`config.mk`:
```
export PLATFORM = sky130hd
export DESIGN_NAME = msps_dev_flat
export DESIGN_NICKNAME = d
export VERILOG_FILES = /design/src/inc/msps_pkg.sv /design/src/inc/msps_link_if.sv /design/src/hw/msps_dev.sv /design/src/flat_wrapper.sv
export SDC_FILE = /design/constraint.sdc
export NUM_CORES = 1
export LEC_CHECK = 0
export ABC_AREA = 1
export BUFFER_PORTS_ARGS = -buffer_cell sky130_fd_sc_hd__buf_2
export CAP_MARGIN = 20
export CORE_MARGIN = 2
export CORE_UTILIZATION = 59
export CTS_CLUSTER_SIZE = 20
export DETAILED_ROUTE_END_ITERATION = 7
export PLACE_DENSITY_LB_ADDON = 0.25
export SKIP_CTS_REPAIR_TIMING = 1
export SLEW_MARGIN = 15
export SYNTH_ARGS = -nofsm -noshare
export SYNTH_HDL_FRONTEND = slang
export SYNTH_SLANG_ARGS = --single-unit
```
`constraint.sdc`:
```
create_clock -name clk_i -period 18.52 [get_ports clk_i]
set_input_delay 1.852 -clock clk_i [delete_from_list [all_inputs] [get_ports clk_i]]
set_output_delay 1.852 -clock clk_i [all_outputs]
set_load 0.005 [all_outputs]
```
`src/inc/msps_pkg.sv`:
```
package msps_pkg;
  localparam int CLK_HZ = 25_000_000;
  localparam int CONV_CLK_HZ = 32_768;
  localparam int CONV_DIV = CLK_HZ / CONV_CLK_HZ;
  localparam int SEQ_LEN = 2048;
  localparam int SEQ_W = 11;
  localparam int ZI_PRE_60 = 111;
  localparam int ZI_PRE_50 = 1;
  localparam int INT_60 = 545;
  localparam int INT_50 = 655;
  localparam int INT_END = ZI_PRE_60 + INT_60;
  localparam int D1_LEN = 1047;
  localparam int GAIN_LEN = 8;
  localparam int DN_LEN = 100;
  localparam int ZI_POST = 20;
  localparam int D1_END = INT_END + D1_LEN;
  localparam int BLK_LEN = GAIN_LEN + DN_LEN;
  localparam int POST_START = SEQ_LEN - ZI_POST;
  localparam int RES_W = 20;
  localparam int CMD_START_BIT = 0;
  localparam int CMD_MODE50_BIT = 1;
  localparam int CMD_RSEL_LSB = 2;
  localparam logic [1:0] RSEL_STATUS = 2'h0;
  localparam logic [1:0] RSEL_LOW = 2'h1;
  localparam logic [1:0] RSEL_HIGH = 2'h2;
  localparam int ST_EOC_BIT = 7;
  localparam int ST_INT_BIT = 6;
  localparam int SCLK_HALF = 8;
  localparam int GAP_S = 2;
  localparam int GAP_CYC = GAP_S * CLK_HZ;
  localparam int FAST_RATE_CPS = 16;
  typedef enum logic [2:0] {PH_ZERO, PH_INTEG, PH_DEINT, PH_REST, PH_GAIN} msps_phase_t;
endpackage

```
`src/inc/msps_link_if.sv`:
```
`timescale 1ns/1ps
interface msps_link_if;
  logic cs_n;
  logic sclk;
  logic mosi;
  logic miso;
  modport dev (input cs_n, input sclk, input mosi, output miso);
  modport host (output cs_n, output sclk, output mosi, input miso);
endinterface

```
`src/hw/msps_dev.sv`:
```
`timescale 1ns/1ps
module msps_dev import msps_pkg::*; #(
  parameter int DIV = CONV_DIV
) (
  input wire logic clk_i,              // System clock.
  input wire logic rst_i,              // Asynchronous reset, active high.
  msps_link_if.dev link,               // Serial link from the host.
  input wire logic comp_i,             // Integrator comparator, high when positive.
  output msps_phase_t phase_o,         // Phase driving the analog switches.
  output logic deint_neg_o,            // Deintegrate polarity is negative.
  output logic eoc_o,                  // Conversion complete, idle at count zero.
  output logic line50_o,               // Line mode of the running conversion.
  output logic [RES_W-1:0] result_o    // Latched signed result.
);
  logic [3:0] sy0_r;
  logic [3:0] sy1_r;
  logic [3:0] dly_r;
  wire cs_n_s = sy1_r[0];
  wire sclk_s = sy1_r[1];
  wire mosi_s = sy1_r[2];
  wire comp_s = sy1_r[3];
  wire cs_fall = dly_r[0] & ~cs_n_s;
  wire cs_rise = ~dly_r[0] & cs_n_s;
  wire sclk_rise = ~dly_r[1] & sclk_s & ~cs_n_s;
  wire sclk_fall = dly_r[1] & ~sclk_s & ~cs_n_s;

  logic [9:0] div_r;
  logic tick_r;
  logic run_r;
  logic start_pend_r;
  logic mode50_r;
  logic [1:0] rsel_r;
  logic [SEQ_W-1:0] seq_r;
  logic [1:0] dslot_r;
  logic [RES_W-1:0] acc_r;
  logic [7:0] rx_r;
  logic [7:0] tx_r;
  logic [3:0] nbit_r;

  logic [SEQ_W-1:0] n_nxt;
  msps_phase_t slot_nxt;
  logic dstart_nxt;
  logic [1:0] didx_nxt;
  logic [RES_W-1:0] step;
  logic [7:0] status;

  assign link.miso = tx_r[7];

  always_ff @(posedge clk_i or posedge rst_i) begin
    if (rst_i) begin
      sy0_r <= 4'h1;
      sy1_r <= 4'h1;
      dly_r <= 4'h1;
    end else begin
      sy0_r <= {comp_i, link.mosi, link.sclk, link.cs_n};
      sy1_r <= sy0_r;
      dly_r <= sy1_r;
    end
  end

  // One converter clock per DIV system clocks, so 2048 counts take a sixteenth second.
  always_ff @(posedge clk_i or posedge rst_i) begin
    if (rst_i) begin
      div_r <= 10'h000;
      tick_r <= 1'b0;
    end else begin
      tick_r <= (div_r == 10'(DIV - 1));
      div_r <= (div_r == 10'(DIV - 1)) ? 10'h000 : div_r + 10'h001;
    end
  end

  // Maps the next count onto its phase slot.
  always_comb begin
    int off;
    off = 0;
    n_nxt = seq_r + 11'h001;
    slot_nxt = PH_ZERO;
    dstart_nxt = 1'b0;
    didx_nxt = 2'h0;
    if (32'(n_nxt) <= (line50_o ? ZI_PRE_50 : ZI_PRE_60)) begin
      slot_nxt = PH_ZERO;
    end else if (32'(n_nxt) <= INT_END) begin
      slot_nxt = PH_INTEG;
    end else if (32'(n_nxt) >= POST_START) begin
      slot_nxt = PH_ZERO;
    end else if (32'(n_nxt) <= D1_END) begin
      slot_nxt = PH_DEINT;
      dstart_nxt = (32'(n_nxt) == INT_END + 1);
    end else begin
      off = 32'(n_nxt) - D1_END - 1;
      if ((off % BLK_LEN) < GAIN_LEN) begin
        slot_nxt = PH_GAIN;
      end else begin
        slot_nxt = PH_DEINT;
        dstart_nxt = ((off % BLK_LEN) == GAIN_LEN);
        didx_nxt = 2'(off / BLK_LEN + 1);
      end
    end
  end

  // Each finer deintegrate slot weighs an eighth of the one before.
  always_comb begin
    unique case (dslot_r)
      2'h0: step = 20'h0_0200;
      2'h1: step = 20'h0_0040;
      2'h2: step = 20'h0_0008;
      2'h3: step = 20'h0_0001;
    endcase
  end

  // All phase changes happen on a converter tick of the one clock.
  always_ff @(posedge clk_i or posedge rst_i) begin
    if (rst_i) begin
      run_r <= 1'b0;
      seq_r <= '0;
      phase_o <= PH_ZERO;
      deint_neg_o <= 1'b0;
      dslot_r <= 2'h0;
      acc_r <= '0;
      eoc_o <= 1'b1;
      line50_o <= 1'b0;
      result_o <= '0;
    end else if (tick_r) begin
      if (!run_r) begin
        phase_o <= PH_ZERO;
        if (start_pend_r) begin
          run_r <= 1'b1;
          seq_r <= 11'h001;
          eoc_o <= 1'b0;
          acc_r <= '0;
          line50_o <= mode50_r;
        end
      end else begin
        if (phase_o == PH_DEINT) begin
          acc_r <= deint_neg_o ? acc_r - step : acc_r + step;
        end
        if (seq_r == 11'(SEQ_LEN - 1)) begin
          run_r <= 1'b0;
          seq_r <= '0;
          eoc_o <= 1'b1;
          result_o <= acc_r;
          phase_o <= PH_ZERO;
        end else begin
          seq_r <= n_nxt;
          if (dstart_nxt) begin
            phase_o <= PH_DEINT;
            deint_neg_o <= ~comp_s;
            dslot_r <= didx_nxt;
          end else if (slot_nxt == PH_DEINT) begin
            // After the crossing the slot rests until its last count.
            if (phase_o == PH_DEINT && comp_s == deint_neg_o) begin
              phase_o <= PH_REST;
            end
          end else begin
            phase_o <= slot_nxt;
          end
        end
      end
    end
  end

  // The line mode used by a conversion is the one in force when it starts.
  always_ff @(posedge clk_i or posedge rst_i) begin
    if (rst_i) begin
      start_pend_r <= 1'b0;
      mode50_r <= 1'b0;
      rsel_r <= RSEL_STATUS;
    end else begin
      if (tick_r && !run_r && start_pend_r) begin
        start_pend_r <= 1'b0;
      end
      if (cs_rise && nbit_r == 4'h8) begin
        rsel_r <= rx_r[CMD_RSEL_LSB +: 2];
        mode50_r <= rx_r[CMD_MODE50_BIT];
        if (rx_r[CMD_START_BIT]) begin
          start_pend_r <= 1'b1;
        end
      end
    end
  end

  always_comb begin
    status = 8'h00;
    status[ST_EOC_BIT] = eoc_o;
    status[ST_INT_BIT] = (phase_o == PH_INTEG);
    status[2:0] = result_o[2:0];
  end

  // The byte sent is the one selected by the previous exchange.
  always_ff @(posedge clk_i or posedge rst_i) begin
    if (rst_i) begin
      rx_r <= 8'h00;
      tx_r <= 8'h00;
      nbit_r <= 4'h0;
    end else if (cs_fall) begin
      nbit_r <= 4'h0;
      unique case (rsel_r)
        RSEL_LOW: tx_r <= result_o[10:3];
        RSEL_HIGH: tx_r <= result_o[18:11];
        default: tx_r <= status;
      endcase
    end else if (sclk_rise) begin
      rx_r <= {rx_r[6:0], mosi_s};
      if (nbit_r != 4'hF) begin
        nbit_r <= nbit_r + 4'h1;
      end
    end else if (sclk_fall) begin
      tx_r <= {tx_r[6:0], 1'b0};
    end
  end
endmodule

```
`src/flat_wrapper.sv`:
```
// flat-port wrapper written by rule: the top's interface ports become plain ports
module msps_dev_flat import msps_pkg::*;
#(
  parameter int DIV = CONV_DIV
)
  (clk_i, rst_i, comp_i, phase_o, deint_neg_o, eoc_o, line50_o, result_o, link_cs_n, link_sclk, link_mosi, link_miso);
  msps_link_if link_i ();
  input wire logic clk_i;
  input wire logic rst_i;
  input wire logic comp_i;
  output msps_phase_t phase_o;
  output logic deint_neg_o;
  output logic eoc_o;
  output logic line50_o;
  output logic [RES_W-1:0] result_o;
  input wire logic [$bits(link_i.cs_n)-1:0] link_cs_n;
  input wire logic [$bits(link_i.sclk)-1:0] link_sclk;
  input wire logic [$bits(link_i.mosi)-1:0] link_mosi;
  output wire logic [$bits(link_i.miso)-1:0] link_miso;
  assign link_i.cs_n = link_cs_n;
  assign link_i.sclk = link_sclk;
  assign link_i.mosi = link_mosi;
  assign link_miso = link_i.miso;
  msps_dev #(.DIV(DIV)) u_core (.clk_i(clk_i), .rst_i(rst_i), .link(link_i), .comp_i(comp_i), .phase_o(phase_o), .deint_neg_o(deint_neg_o), .eoc_o(eoc_o), .line50_o(line50_o), .result_o(result_o));
endmodule
```
==> results.toml <==
[critical_path]
startpoint_type = "flip-flop"
path_buf_inv = 11
cp_slowest_cell = "dfrtp_2"
cpPeakStageDelay_ns = 0.43
reg2reg_to = "u_core.phase_o[1]$_DFFE_PP0P_"
worstPathRequired_ns = 18.76
path_max_fanout = 7
rr_worst_depth = 152
r2r-start = "u_core.seq_r[0]$_DFFE_PP0P_"
endpoint_kind = "flip-flop"
critPathArrivalTime_ns = 16.61
crit_type = "flip-flop to flip-flop"
r2r_slack_ns = 2.15
crit_family = "simple AND/OR/NAND/NOR gates"

[die]
ioPinCount = 33
fp.dieW_um = 143
rows = 50
die_h_um = 143
die_area_um2 = 20500
initial_core_util_pct = 60.6
core_area_um2 = 18900

[sta]
rsz0062_at_grt = "no"
finalCritPeriodShare_pct = 88.4
skew_ns = 0.00898
layout_min_cycle_time_ns = 16.37
setup_tns_ns = 0
setup_ws_ns = 2.15
setup_viol = 0
relSlewSlack_pct = 46.4
tightest_slew_ns = 0.802
slew_viol_final = 0
hold_viol = 0
fmax_ghz = 0.0611

[synth]
ys.flop_type = "dfrtp_1"
synthesis.area_um2 = 11500
yosys_warnings = 0
ys_seq_elements = 101
synth_edf_count = 0
synth_cell_types = 64
synthesis.nets = 1764
avgSynthCellArea_um2 = 6.67
netlist_instances = 1717
async_reset_ff_share_pct = 100
seq_area_frac_synth_pct = 22.1

[route]
ant_nets = 0
wl_per_cell_um = 12.2
num_vias = 10800
drt-total-wl_mm = 24.6
dr.pass1.iters = 5
vias_per_cell = 5.35
drt-initial-drc-count = 661
drc = 0

[flow_run]
maxCapViolations = 0

[global_routing]
antenna_found_initial = 0
grt_pass1_wl_mm = 43.2
top_usage_layer = "met2"
use_met1_pct = 33.9
grt_overflow = 0
grt_pass1_vias = 9971
grtUsageMet3_pct = 2.77
grt.total_usage_pct = 24.7
use_met2_pct = 42.7
grt_max_degree = 59

[final_layout]
fillers = 1755
area_growth_syn_to_layout_pct = 6.79
insertedDiodeCount = 0
final_cell_mix = "nand2_1 (448), inv_1 (193), nand2_2 (173), nand3_1 (146), nor2_1 (100)"
drive_above_1_share_pct = 25.4
nets = 1795
final_common_cell = "nand2_1"

[clock_tree]
clkSinkCount = 101
cts_buffer_depth = 2
cts.clk_slew.worst_paths_ns = 0.07
cts_tree = "yes"
cts-root-buf = "clkbuf_16"
insertion_delay_ns = 0.35
htreeDepth = 3
cts_buffers = 9

[placement]
dp_hpwl_mm = 19.4
place.port_buffers = 32
place_ws_ns = 1.74
gp_congestion = 0.954

[power]
peakVddDrop_uv = 51.6
p_per_area_nw_per_um2 = 36.3
power_w = 0.000444
power.leakage_nw = 6.66

[hold_path]
min_to = "u_core.sy1_r[2]$_DFF_PP0_"
min_path_cells = 0
hp-class = "flip-flop to flip-flop"
min_from = "u_core.sy0_r[2]$_DFF_PP0_"

[status]
status = "complete, no violations"
-- where the power goes --
| part | internal (W) | switching (W) | leakage, nW |
|---|---|---|---|
| combinational | 0.00000482 | 0.0000107 | 5.15 |
| clock | 0.000114 | 0.0000842 | 0.154 |
| sequential | 0.000227 | 0.00000324 | 1.35 |
| total | 0.000345 | 0.0000981 | 6.66 |
-- worst register-to-register path: cells and delay by family (launching register included) --
family,cells,cell delay (ns)
fa+ha+maj,2,0.68
simple gates,133,13.16
compound gates,6,1.09
buf+inv,11,0.94
flops,1,0.43
-- cells in the mapped netlist, types with 4 or more instances --
master | number | area (µm²)
a21oi_1 | 37 | 185
a22o_1 | 4 | 35.0
a31oi_1 | 6 | 37.5
clkbuf_1 | 12 | 45.0
dfrtp_1 | 97 | 2430
dfstp_2 | 4 | 105
ha_1 | 40 | 500
inv_1 | 196 | 736
inv_2 | 27 | 101
inv_4 | 5 | 31.3
nand2_1 | 448 | 1680
nand2_2 | 173 | 1080
nand2_4 | 63 | 709
nand3_1 | 146 | 731
nand3_2 | 40 | 400
nand3_4 | 6 | 105
nand3b_1 | 5 | 37.5
nand4_1 | 26 | 163
nor2_1 | 101 | 379
nor2_2 | 25 | 156
nor2_4 | 11 | 124
nor3_1 | 20 | 100
nor4_1 | 5 | 31.3
o211ai_1 | 6 | 45.0
o21a_1 | 5 | 37.5
o21ai_0 | 84 | 420
o21ai_1 | 14 | 70.1
o21ai_2 | 9 | 78.8
o21bai_1 | 4 | 30.0
o22ai_1 | 24 | 150
o32ai_1 | 4 | 35.0
xnor2_1 | 4 | 35.0
xor2_1 | 21 | 184
-- cell families (layout without fill, tap and decap cells) --
| group | Yosys count | count (layout) | share of synthesized area (%) |
|---|---|---|---|
| buffers and inverters | 254 | 290 | 9.27 |
| adder cells (fa/ha/maj) | 41 | 41 | 4.55 |
| flip-flops | 101 | 101 | 22.1 |
| multiplexers | 1 | 1 | 0.0983 |
| XOR/XNOR | 25 | 25 | 1.91 |
| AO/OA/AOI/OAI | 213 | 213 | 11.1 |
| AND/OR/NAND/NOR | 1082 | 1082 | 51.0 |
-- routing by layer --
metal / wire length [µm] / vias to the layer above
li1: - / 5632
met1: 11800 / 4930
met2: 11800 / 190
met3: 730 / 24
met4: 215 / 0
met5: 0 / -
-- per-stage QoR --
step                instances  util (%)  cell area [µm²]  hold WS (ns)
global placement         1992      62.7            11800         0.332
global route             2013      64.7            12200         0.359
detailed placement       1992      62.7            11800         0.341
finish                   2013      64.7            12200         0.353
CTS                      2008      64.4            12200         0.357
floorplan                1717         -            11500         0.331
-- state kept, by name, indices dropped and copies added, names as in the netlist --
register             count
u_core.div_r            10
u_core.tx_r              8
u_core.rsel_r            2
u_core.phase_o           3
u_core.mode50_r          1
u_core.acc_r            20
u_core.deint_neg_o       1
u_core.line50_o          1
u_core.run_r             1
u_core.rx_r              4
u_core.dslot_r           2
u_core.start_pend_r      1
u_core.seq_r            11
u_core.dly_r             2
u_core.tick_r            1
u_core.result_o         20
u_core.eoc_o             1
u_core.sy1_r             4
u_core.nbit_r            4
u_core.sy0_r             4
-- area by class of cell --
type / instances / area, µm² / area share, %
Multi-Input combinational cell: 1362 / 7870 / 64.4
Timing Repair inverter: 1 / 5.00 / 0.0409
Sequential cell: 101 / 2530 / 20.7
Tap cell: 260 / 325 / 2.66
Clock inverter: 5 / 66.3 / 0.542
Clock buffer: 11 / 253 / 2.07
Timing Repair Buffer: 38 / 213 / 1.74
Inverter: 235 / 960 / 7.85
-- worst max path at each step --
stage | from | end | cells after the start
2_1_floorplan | u_core.seq_r[0]$_DFFE_PP0P_ | u_core.phase_o[0]$_DFFE_PP0P_ | 151
3_3_place_gp | u_core.seq_r[0]$_DFFE_PP0P_ | u_core.phase_o[2]$_DFFE_PP0P_ | 149
3_5_place_dp | u_core.seq_r[0]$_DFFE_PP0P_ | u_core.phase_o[0]$_DFFE_PP0P_ | 149
4_1_cts | u_core.seq_r[0]$_DFFE_PP0P_ | u_core.phase_o[1]$_DFFE_PP0P_ | 149
5_1_grt | u_core.seq_r[1]$_DFFE_PP0P_ | u_core.phase_o[0]$_DFFE_PP0P_ | 145
6_report | u_core.seq_r[0]$_DFFE_PP0P_ | u_core.phase_o[1]$_DFFE_PP0P_ | 152
No activity file was read; power rests on OpenSTA's default activity.
